### config.mk
export PLATFORM = sky130hd
export DESIGN_NAME = cvc_top
export DESIGN_NICKNAME = d
export VERILOG_FILES = /design/src/logic/cvc_pkg.sv /design/src/logic/cvc_ref_if.sv /design/src/logic/cvc_top.sv /design/src/logic/cvc_sync.sv /design/src/logic/cvc_ladder.sv
export VERILOG_INCLUDE_DIRS = /design/src /design/src/logic
export SDC_FILE = /design/constraint.sdc
export NUM_CORES = 1
export LEC_CHECK = 0
export ABC_AREA = 1
export BUFFER_PORTS_ARGS = -buffer_cell sky130_fd_sc_hd__buf_4
export CAP_MARGIN = 30
export CORE_ASPECT_RATIO = 0.75
export CORE_UTILIZATION = 54
export CTS_CLUSTER_DIAMETER = 100
export DETAILED_ROUTE_END_ITERATION = 7
export PLACE_DENSITY = 0.95
export SYNTH_ARGS = -nofsm -noshare
export SYNTH_HDL_FRONTEND = slang
export SYNTH_SLANG_ARGS = --single-unit
### constraint.sdc
create_clock -name clk_i -period 3.3 [get_ports clk_i]
set_input_delay 0.165 -clock clk_i [delete_from_list [all_inputs] [get_ports clk_i]]
set_output_delay 0.165 -clock clk_i [all_outputs]
set_load 0.02 [all_outputs]
### src/logic/cvc_map.svh
`ifndef CVC_MAP_SVH
`define CVC_MAP_SVH
// Function
// - sleep keeps an active comparator running and its change interrupt working.
// - enabled comparator change during sleep wakes the device.
// - mode 111 switches both comparators off.
// - wake-up from sleep leaves the comparator control register unchanged.
// - reset clears comparator control register; mode 000, all pins analog.
// - both comparators powered down throughout reset.
// - reference bit 7 powers the ladder on or down.
// - reference bit 6 connects the reference onto port A line 2.
// - bit 5 set: tap/24 of supply; clear: supply/4 plus tap/32.
// - four-bit tap field bits 3..0 selects one of 16 levels.
// - reference bit 4 unimplemented, ignores writes, reads zero.
// - wake-up from sleep leaves the reference control register unchanged.
// - reset clears enable, pin drive, range and tap bits of reference.
// - reference reaches line 2 only with direction bit and pin drive set.
// - reference settings never depend on the comparator mode.
// - any comparator output change sets the change flag, flag register bit 6.
// - live/latched mismatch re-sets flag until comparator register read or write.
// - mode 110 routes raw comparator outputs to lines 3 and 4, direction-gated.
// - mode 010 applies the internal reference to both non-inverting inputs.

// ==========================================
// register offsets
`define CVC_OFS_FLAG   8'h0c
`define CVC_OFS_CMP    8'h1f
`define CVC_OFS_DIR    8'h85
`define CVC_OFS_ENA    8'h8c
`define CVC_OFS_REF    8'h9f

// ==========================================
// field positions
`define CVC_BIT_CHANGE     6
`define CVC_BIT_SECOND     7
`define CVC_BIT_FIRST      6
`define CVC_BIT_SWITCH     3
`define CVC_BIT_REF_POWER  7
`define CVC_BIT_REF_PIN    6
`define CVC_BIT_REF_RANGE  5
`define CVC_BIT_DIR_TWO    2
`define CVC_BIT_DIR_THREE  3
`define CVC_BIT_DIR_FOUR   4

// ==========================================
// reset values and write masks
`define CVC_RST_CMP    4'h0
`define CVC_RST_DIR    5'h1f
`define CVC_RST_REF    8'h00
`define CVC_MASK_REF   8'hef

// ==========================================
// ladder scaling, in 96ths of supply
`define CVC_LOW_STEP   7'h04
`define CVC_HIGH_BASE  7'h18
`define CVC_HIGH_STEP  7'h03
`endif

### src/logic/cvc_pkg.sv
package cvc_pkg;
  // comparator modes that the block acts on
  typedef enum logic [2:0] {
    CVC_MODE_RESET  = 3'b000,
    CVC_MODE_REF    = 3'b010,
    CVC_MODE_PINOUT = 3'b110,
    CVC_MODE_OFF    = 3'b111
  } cvc_mode_t;

  typedef logic [7:0] cvc_byte_t;
  typedef logic [3:0] cvc_tap_t;
  typedef logic [6:0] cvc_level_t;
endpackage : cvc_pkg

### src/logic/cvc_ref_if.sv
`timescale 1ns/1ns
// reference settings travel to the ladder decoder, level comes back
interface cvc_ref_if;
  import cvc_pkg::*;
  logic       range_low;
  cvc_tap_t   tap;
  cvc_level_t level;
  modport ctl    (output range_low, output tap, input level);
  modport ladder (input range_low, input tap, output level);
endinterface : cvc_ref_if

### src/logic/cvc_top.sv
// The implementer's own choice: the address-and-strobe port.
`timescale 1ns/1ns
`include "cvc_map.svh"
// comparator and voltage reference control
module cvc_top
  import cvc_pkg::*;
(
  input  wire logic  clk_i,
  input  wire logic  rst_b_i,
  // register port
  input  wire logic  [7:0] reg_addr_i,
  input  wire logic  [7:0] reg_wdata_i,
  input  wire logic  reg_wr_i,
  input  wire logic  reg_rd_i,
  output cvc_byte_t  reg_rdata_o,
  // analog comparator outputs and core state
  input  wire logic  cmp_first_raw_i,
  input  wire logic  cmp_second_raw_i,
  input  wire logic  sleep_i,
  // comparator control
  output logic [1:0] cmp_power_o,
  output cvc_mode_t  comparator_mode_field_o,
  output logic       input_switch_bit_o,
  output logic       cmp_use_ref_o,
  output logic       pins_all_analog_o,
  output logic       first_compare_result_o,
  output logic       second_compare_result_o,
  output logic       compare_change_flag_o,
  output logic       compare_change_enable_o,
  output logic       cmp_irq_req_o,
  output logic       wake_o,
  output logic [4:0] porta_direction_o,
  // port A lines 3 and 4 output path
  output logic       porta_line_three_o,
  output logic       porta_line_three_oe_b_o,
  output logic       porta_line_four_o,
  output logic       porta_line_four_oe_b_o,
  // voltage reference
  output logic       ref_power_on_o,
  output logic       ref_range_select_o,
  output cvc_tap_t   ref_tap_select_o,
  output cvc_level_t ref_level_o,
  output logic       ref_line_two_connect_o
);

  // ==========================================
  // decode helpers

  // true when the address equals the given byte offset; the caller adds any strobe
  function automatic logic hit(input logic [7:0] addr, input logic [7:0] ofs);
    hit = (addr == ofs);
  endfunction : hit

  // true when the mode field holds a given mode
  function automatic logic mode_is(input cvc_mode_t m, input cvc_mode_t want);
    mode_is = (m == want);
  endfunction : mode_is

  // ==========================================
  // storage

  cvc_mode_t  mode_q;
  logic       switch_q;
  logic [4:0] dir_q;
  logic       enable_q;
  logic       flag_q;
  logic       flag_d;
  cvc_byte_t  ref_q;
  logic       last_first_q;
  logic       last_second_q;
  logic [1:0] power_q;
  logic [1:0] power_d;
  logic       wake_q;
  cvc_byte_t  rdata_q;
  cvc_byte_t  rdata_d;

  logic       first_sync;
  logic       second_sync;
  logic       mismatch;
  logic       cmp_touch;
  logic       wr_cmp;
  logic       wr_dir;
  logic       wr_ena;
  logic       wr_flag;
  logic       wr_ref;
  logic       drive_three;
  logic       drive_four;

  cvc_ref_if  ref_if ();

  // ==========================================
  // synchronisers for the comparator outputs

  cvc_sync u_sync_first (
    .clk_i   (clk_i),
    .rst_b_i (rst_b_i),
    .d_i     (cmp_first_raw_i),
    .q_o     (first_sync)
  );

  cvc_sync u_sync_second (
    .clk_i   (clk_i),
    .rst_b_i (rst_b_i),
    .d_i     (cmp_second_raw_i),
    .q_o     (second_sync)
  );

  // ==========================================
  // write decode

  // one strobe, one register; other addresses are ignored
  assign wr_cmp  = reg_wr_i & hit(reg_addr_i, `CVC_OFS_CMP);
  assign wr_dir  = reg_wr_i & hit(reg_addr_i, `CVC_OFS_DIR);
  assign wr_ena  = reg_wr_i & hit(reg_addr_i, `CVC_OFS_ENA);
  assign wr_flag = reg_wr_i & hit(reg_addr_i, `CVC_OFS_FLAG);
  assign wr_ref  = reg_wr_i & hit(reg_addr_i, `CVC_OFS_REF);

  // any read or write of the comparator register ends a mismatch
  assign cmp_touch = (reg_wr_i | reg_rd_i) & hit(reg_addr_i, `CVC_OFS_CMP);

  // ==========================================
  // comparator control register

  // sleep_i is deliberately absent: waking never disturbs this state
  always_ff @(posedge clk_i or negedge rst_b_i) begin
    if (!rst_b_i) begin
      mode_q   <= CVC_MODE_RESET;
      switch_q <= 1'b0;
    end else if (wr_cmp) begin
      mode_q   <= cvc_mode_t'(reg_wdata_i[2:0]);
      switch_q <= reg_wdata_i[`CVC_BIT_SWITCH];
    end
  end
  // no sleep term above keeps wake-up harmless

  // ==========================================
  // comparator power

  // reset mode and off mode both leave the comparators unpowered
  always_comb begin
    if (mode_is(mode_q, CVC_MODE_OFF)) begin
      power_d = 2'b00;
    end else if (mode_is(mode_q, CVC_MODE_RESET)) begin
      power_d = 2'b00;
    end else begin
      power_d = 2'b11; // sleep has no say here
    end
  end

  // flop clears asynchronously so power is down the whole reset interval
  always_ff @(posedge clk_i or negedge rst_b_i) begin
    if (!rst_b_i) begin
      power_q <= 2'b00;
    end else begin
      power_q <= power_d;
    end
  end

  // ==========================================
  // change detection against latched outputs

  // latched copy follows the live value only on a register touch
  always_ff @(posedge clk_i or negedge rst_b_i) begin
    if (!rst_b_i) begin
      last_first_q  <= 1'b0;
      last_second_q <= 1'b0;
    end else if (cmp_touch) begin
      last_first_q  <= first_sync;
      last_second_q <= second_sync;
    end
  end

  assign mismatch = (first_sync != last_first_q) | (second_sync != last_second_q);

  // ==========================================
  // change flag

  // mismatch sets and wins over a software clear in the same cycle;
  // software may also write a one to raise a test event
  always_comb begin
    flag_d = flag_q;
    if (wr_flag) begin
      flag_d = reg_wdata_i[`CVC_BIT_CHANGE];
    end
    if (mismatch) begin
      flag_d = 1'b1;
    end
  end

  // flag keeps working during sleep
  always_ff @(posedge clk_i or negedge rst_b_i) begin
    if (!rst_b_i) begin
      flag_q <= 1'b0;
    end else begin
      flag_q <= flag_d;
    end
  end

  // ==========================================
  // change enable

  always_ff @(posedge clk_i or negedge rst_b_i) begin
    if (!rst_b_i) begin
      enable_q <= 1'b0;
    end else if (wr_ena) begin
      enable_q <= reg_wdata_i[`CVC_BIT_CHANGE];
    end
  end

  // ==========================================
  // wake request

  // held while asleep with an enabled pending change
  always_ff @(posedge clk_i or negedge rst_b_i) begin
    if (!rst_b_i) begin
      wake_q <= 1'b0;
    end else begin
      wake_q <= sleep_i & flag_d & enable_q;
    end
  end

  // ==========================================
  // port A direction register

  always_ff @(posedge clk_i or negedge rst_b_i) begin
    if (!rst_b_i) begin
      dir_q <= `CVC_RST_DIR;
    end else if (wr_dir) begin
      dir_q <= reg_wdata_i[4:0];
    end
  end

  // ==========================================
  // reference control register

  // bit 4 is masked off so it can never hold a one
  always_ff @(posedge clk_i or negedge rst_b_i) begin
    if (!rst_b_i) begin
      ref_q <= `CVC_RST_REF;
    end else if (wr_ref) begin
      ref_q <= reg_wdata_i & `CVC_MASK_REF;
    end
  end
  // nothing but a write changes it, so wake-up keeps it

  // ==========================================
  // reference outputs

  // mode field is not consulted anywhere here
  assign ref_power_on_o         = ref_q[`CVC_BIT_REF_POWER];
  assign ref_range_select_o     = ref_q[`CVC_BIT_REF_RANGE];
  assign ref_tap_select_o       = ref_q[3:0];
  assign ref_if.range_low       = ref_q[`CVC_BIT_REF_RANGE];
  assign ref_if.tap             = ref_q[3:0];
  assign ref_level_o            = ref_if.level;

  // switch closes only with the line set as input
  assign ref_line_two_connect_o = ref_q[`CVC_BIT_REF_PIN] & dir_q[`CVC_BIT_DIR_TWO];

  cvc_ladder u_ladder (
    .clk_i   (clk_i),
    .rst_b_i (rst_b_i),
    .ref_if  (ref_if.ladder)
  );

  // ==========================================
  // pin output path for lines 3 and 4

  // raw outputs bypass the synchroniser on purpose: lowest latency to the pin
  assign drive_three = mode_is(mode_q, CVC_MODE_PINOUT) & ~dir_q[`CVC_BIT_DIR_THREE];
  assign drive_four  = mode_is(mode_q, CVC_MODE_PINOUT) & ~dir_q[`CVC_BIT_DIR_FOUR];

  assign porta_line_three_o      = cmp_first_raw_i & drive_three;
  assign porta_line_three_oe_b_o = ~drive_three;
  assign porta_line_four_o       = cmp_second_raw_i & drive_four;
  assign porta_line_four_oe_b_o  = ~drive_four;

  // ==========================================
  // read path

  // unmapped addresses and unimplemented bits read zero
  always_comb begin
    rdata_d = 8'h00;
    if (hit(reg_addr_i, `CVC_OFS_CMP)) begin
      rdata_d[`CVC_BIT_SECOND] = second_sync;
      rdata_d[`CVC_BIT_FIRST]  = first_sync;
      rdata_d[`CVC_BIT_SWITCH] = switch_q;
      rdata_d[2:0]             = mode_q;
    end else if (hit(reg_addr_i, `CVC_OFS_REF)) begin
      rdata_d = ref_q;
    end else if (hit(reg_addr_i, `CVC_OFS_DIR)) begin
      rdata_d[4:0] = dir_q;
    end else if (hit(reg_addr_i, `CVC_OFS_FLAG)) begin
      rdata_d[`CVC_BIT_CHANGE] = flag_q;
    end else if (hit(reg_addr_i, `CVC_OFS_ENA)) begin
      rdata_d[`CVC_BIT_CHANGE] = enable_q;
    end
  end

  // data valid only in the cycle after the read strobe
  always_ff @(posedge clk_i or negedge rst_b_i) begin
    if (!rst_b_i) begin
      rdata_q <= 8'h00;
    end else if (reg_rd_i) begin
      rdata_q <= rdata_d;
    end else begin
      rdata_q <= 8'h00;
    end
  end

  // ==========================================
  // status outputs

  assign reg_rdata_o             = rdata_q;
  assign cmp_power_o             = power_q;
  assign comparator_mode_field_o = mode_q;
  assign input_switch_bit_o      = switch_q;
  assign cmp_use_ref_o           = mode_is(mode_q, CVC_MODE_REF);
  assign pins_all_analog_o       = mode_is(mode_q, CVC_MODE_RESET);
  assign first_compare_result_o  = first_sync;
  assign second_compare_result_o = second_sync;
  assign compare_change_flag_o   = flag_q;
  assign compare_change_enable_o = enable_q;
  assign cmp_irq_req_o           = flag_q & enable_q;
  assign wake_o                  = wake_q;
  assign porta_direction_o       = dir_q;

endmodule : cvc_top

### src/logic/cvc_sync.sv
`timescale 1ns/1ns
// three-stage synchroniser; output moves only when stages two and three agree
module cvc_sync (
  input  wire logic clk_i,
  input  wire logic rst_b_i,
  input  wire logic d_i,
  output logic      q_o
);
  logic s1_q;
  logic s2_q;
  logic s3_q;

  // first stage is read only by the second
  always_ff @(posedge clk_i or negedge rst_b_i) begin
    if (!rst_b_i) begin
      s1_q <= 1'b0;
      s2_q <= 1'b0;
      s3_q <= 1'b0;
    end else begin
      s1_q <= d_i;
      s2_q <= s1_q;
      s3_q <= s2_q;
    end
  end

  // agreement filter against a half-settled sample
  always_ff @(posedge clk_i or negedge rst_b_i) begin
    if (!rst_b_i) begin
      q_o <= 1'b0;
    end else if (s2_q == s3_q) begin
      q_o <= s3_q;
    end
  end
endmodule : cvc_sync

### src/logic/cvc_ladder.sv
`timescale 1ns/1ns
`include "cvc_map.svh"
// digital image of the tap voltage, in 96ths of supply
module cvc_ladder
  import cvc_pkg::*;
(
  input  wire logic clk_i,
  input  wire logic rst_b_i,
  cvc_ref_if.ladder ref_if
);
  cvc_level_t tap_w;
  cvc_level_t level_d;
  cvc_level_t level_q;

  assign tap_w = {3'h0, ref_if.tap};

  // low range tap/24, high range 1/4 + tap/32
  always_comb begin
    if (ref_if.range_low) begin
      level_d = 7'(tap_w * `CVC_LOW_STEP);
    end else begin
      level_d = 7'(`CVC_HIGH_BASE + tap_w * `CVC_HIGH_STEP);
    end
  end

  always_ff @(posedge clk_i or negedge rst_b_i) begin
    if (!rst_b_i) begin
      level_q <= `CVC_HIGH_BASE;
    end else begin
      level_q <= level_d;
    end
  end

  assign ref_if.level = level_q;
endmodule : cvc_ladder

==> impl_metrics.toml <==
[synth]
synthFlopType = "dfrtp_1"
synth_compound_area_share_pct = 8.65
ys_types = 30
synth.net_count = 268
synthMuxAreaShare_pct = 0.533
ys_ff_latch = 45
yosys.cell_count.top_type = "nand2_1"
synth_area_leaders = "dfrtp_1, nand2_1, dfstp_2"
synth_area_um2 = 2110
synthSimpleGateAreaFrac_pct = 22.3
postSynthCellCount = 240
synth-edff-count = 0
synth_top_family_by_area = "simple AND/OR/NAND/NOR gates"
synth_top_area_share_pct = 45.0
synth-xor-area-share_pct = 1.24
yosysSeqAreaShare_pct = 53.7
synth_area_per_cell_um2 = 8.80
synthArstFlopShare_pct = 100
synthAdderAreaFrac_pct = 4.27
synthTopCellsByCount = "nand2_1, dfrtp_1, inv_1"
synth_warnings = 0
synth_area_leader_cell = "dfrtp_1"

[clock_tree]
cts_resized = 0
path_clk_slew_ns = 0.08
clkLatencyLatePin_ns = 0.30
cts.sinks = 45
cts-root-buf = "clkbuf_8"
h-tree-depth = 2
numCtsBuffers = 5
cts_tree = "done"
clk_path_buf_depth = 2

[sta]
hold_viol = 0
slew_headroom_pct = 63.6
max_slew.worst_pin.slew_ns = 0.546
finalCriticalPeriod_ns = 1.81
worst_hold_slack_ns = 0.0737
period_share_pct = 54.8
finalClockSkew_ns = 0.00238
maxSlewViolCount = 0
fmax_mhz = 553
rsz0062_at_grt = "no"
final.setup.tns_ns = 0
setup_violations = 0

[setup_path]
r2r_slack_ns = 1.49
critPathKind = "flop to flop"
rr_endpoint = "u_ladder.ref_if.level[5]$_DFF_PN0_"
path_max_fanout = 5
r2r_cells = 8
cp-start-kind = "flop"
crit_path_end_kind = "flop"
cp_data_arrival_time_ns = 2.05
r2r_start = "ref_q[1]$_DFFE_PN0P_"
cp_data_required_time_ns = 3.54

[die]
initial_core_util_pct = 57.0
ios = 68
die_y_um = 56.2
coreArea_um2 = 3710
dieWidth_um = 74.2
die_area_um2 = 4170
row_count = 19

[pwr]
power.density_nw_per_um2 = 426
p_leak_nw = 1.50
ir_worst_vdd_uv = 368

[route]
viasPerCell = 5.10
ant_nets = 0
drt-initial-drc-count = 141
drtPass1Iterations = 5
drc = 0
routed_wl_um = 5040
vias = 1851
wire_per_inst_um = 13.9

[placement]
hpwl_um = 3800
io_buffers = 67
place.gp.congestion = 0.845

[outcome]
outcome = "finished clean"

[min_path]
hold_start = "reg_wdata_i[5]"
hold_depth = 3
hold_end = "ref_q[5]$_DFFE_PN0P_"
hold_class = "input port to flop"

[final_layout]
fin_nets = 338
diodes = 0
fin_util_pct = 73.9
syn_to_final_growth_pct = 29.7
drive_gt1_share_pct = 30.2

[grt]
grt_pass1_vias = 1843
grt_max_degree = 46
globalRoute.totalOverflow = 0
antenna_found_initial = 0
grt.total_usage_pct = 27.8
grt_pass1_wl_um = 8490

[run]
max-cap-violations = 0
## stage by stage
stage                     cell area, um2  cells  setup WS [ns]  total power, mW
final                               2740    363           1.49             1.17
after global routing                2740    363           1.31             1.23
after CTS                           2740    363           1.51             1.17
after detailed placement            2630    352           1.53            0.845
after global placement              2630    352           1.62            0.837
after floorplan                     2110    240           1.69            0.747
## where the power goes
group	leakage (nW)	switching (mW)	internal, mW
Combinational	0.929	0.132	0.0910
Clock	0.0450	0.182	0.147
Sequential	0.527	0.0264	0.589
Total	1.50	0.341	0.827
## flip-flops by register name, summed over array words and instances, names as in the netlist, 3 cells and up
register                 flops
ref_q                        7
reg_rdata_o                  8
u_ladder.ref_if.level        7
comparator_mode_field_o      3
porta_direction_o            5
## worst max path at each step
stage | startpoint | to | slack [ns]
2_1_floorplan | ref_q[1]$_DFFE_PN0P_ | u_ladder.ref_if.level[5]$_DFF_PN0_ | 1.69
6_report | ref_q[1]$_DFFE_PN0P_ | u_ladder.ref_if.level[5]$_DFF_PN0_ | 1.49
3_5_place_dp | ref_q[1]$_DFFE_PN0P_ | u_ladder.ref_if.level[5]$_DFF_PN0_ | 1.53
5_1_grt | ref_q[1]$_DFFE_PN0P_ | u_ladder.ref_if.level[4]$_DFF_PN1_ | 1.31
4_1_cts | ref_q[1]$_DFFE_PN0P_ | u_ladder.ref_if.level[5]$_DFF_PN0_ | 1.51
3_3_place_gp | ref_q[1]$_DFFE_PN0P_ | u_ladder.ref_if.level[5]$_DFF_PN0_ | 1.62
## cells by family after synthesis
group,count (synthesis)
and+or+nand+nor,106
buffers and inverters,45
DFF,45
AOI/OAI and AO/OA,33
adders and majority gates,7
xor gates and xnor gates,3
muxes,1
## routing by layer
layer / up-vias / GRT usage [%] / part of all wire (%)
li1: 890 / - / -
met1: 842 / 38.0 / 44
met2: 107 / 43.6 / 45
met3: 12 / 5.80 / 8.7
met4: 0 / 10.2 / 1.8
met5: - / 0 / 0
## critical path, cell delays in order, from the launching register on
cell and delay [ns]:
dfrtp_1 0.42, ha_1 0.19, inv_1 0.06, fa_1 0.41, xnor2_1 0.29, nand3_1 0.15
nand2_1 0.10, nand3_1 0.07, nand2_1 0.06
## repair_timing
| action | 4_1_cts | 5_1_grt |
|---|---|---|
| hold buffers | 3 | 0 |
| endpoints found under the hold margin | 40 | 0 |
| buffers inserted | 0 | 0 |
## layout by cell type, fill, tap and decap left out, types with 2 or more instances in the layout
| master | count |
|---|---|
| a21oi_1 | 5 |
| buf_4 | 67 |
| clkbuf_8 | 5 |
| clkinv_2 | 3 |
| dfrtp_1 | 38 |
| dfstp_2 | 7 |
| dlygate4sd3_1 | 3 |
| ha_1 | 4 |
| inv_1 | 36 |
| maj3_1 | 2 |
| nand2_1 | 53 |
| nand2_4 | 2 |
| nand3_1 | 19 |
| nor2_1 | 22 |
| nor3_1 | 5 |
| o21ai_0 | 20 |
| o21ai_1 | 2 |
| o21ai_2 | 4 |
| xor2_1 | 2 |
## area by class of cell
class	instances	area, um2
Inverter	38	144
Clock inverter	2	10.0
Multi-Input combinational cell	150	781
Clock buffer	6	72.6
Fill cell	285	968
Sequential cell	45	1130
Tap cell	52	65.1
Timing Repair Buffer	70	533
(Power assumes the default switching activity.)
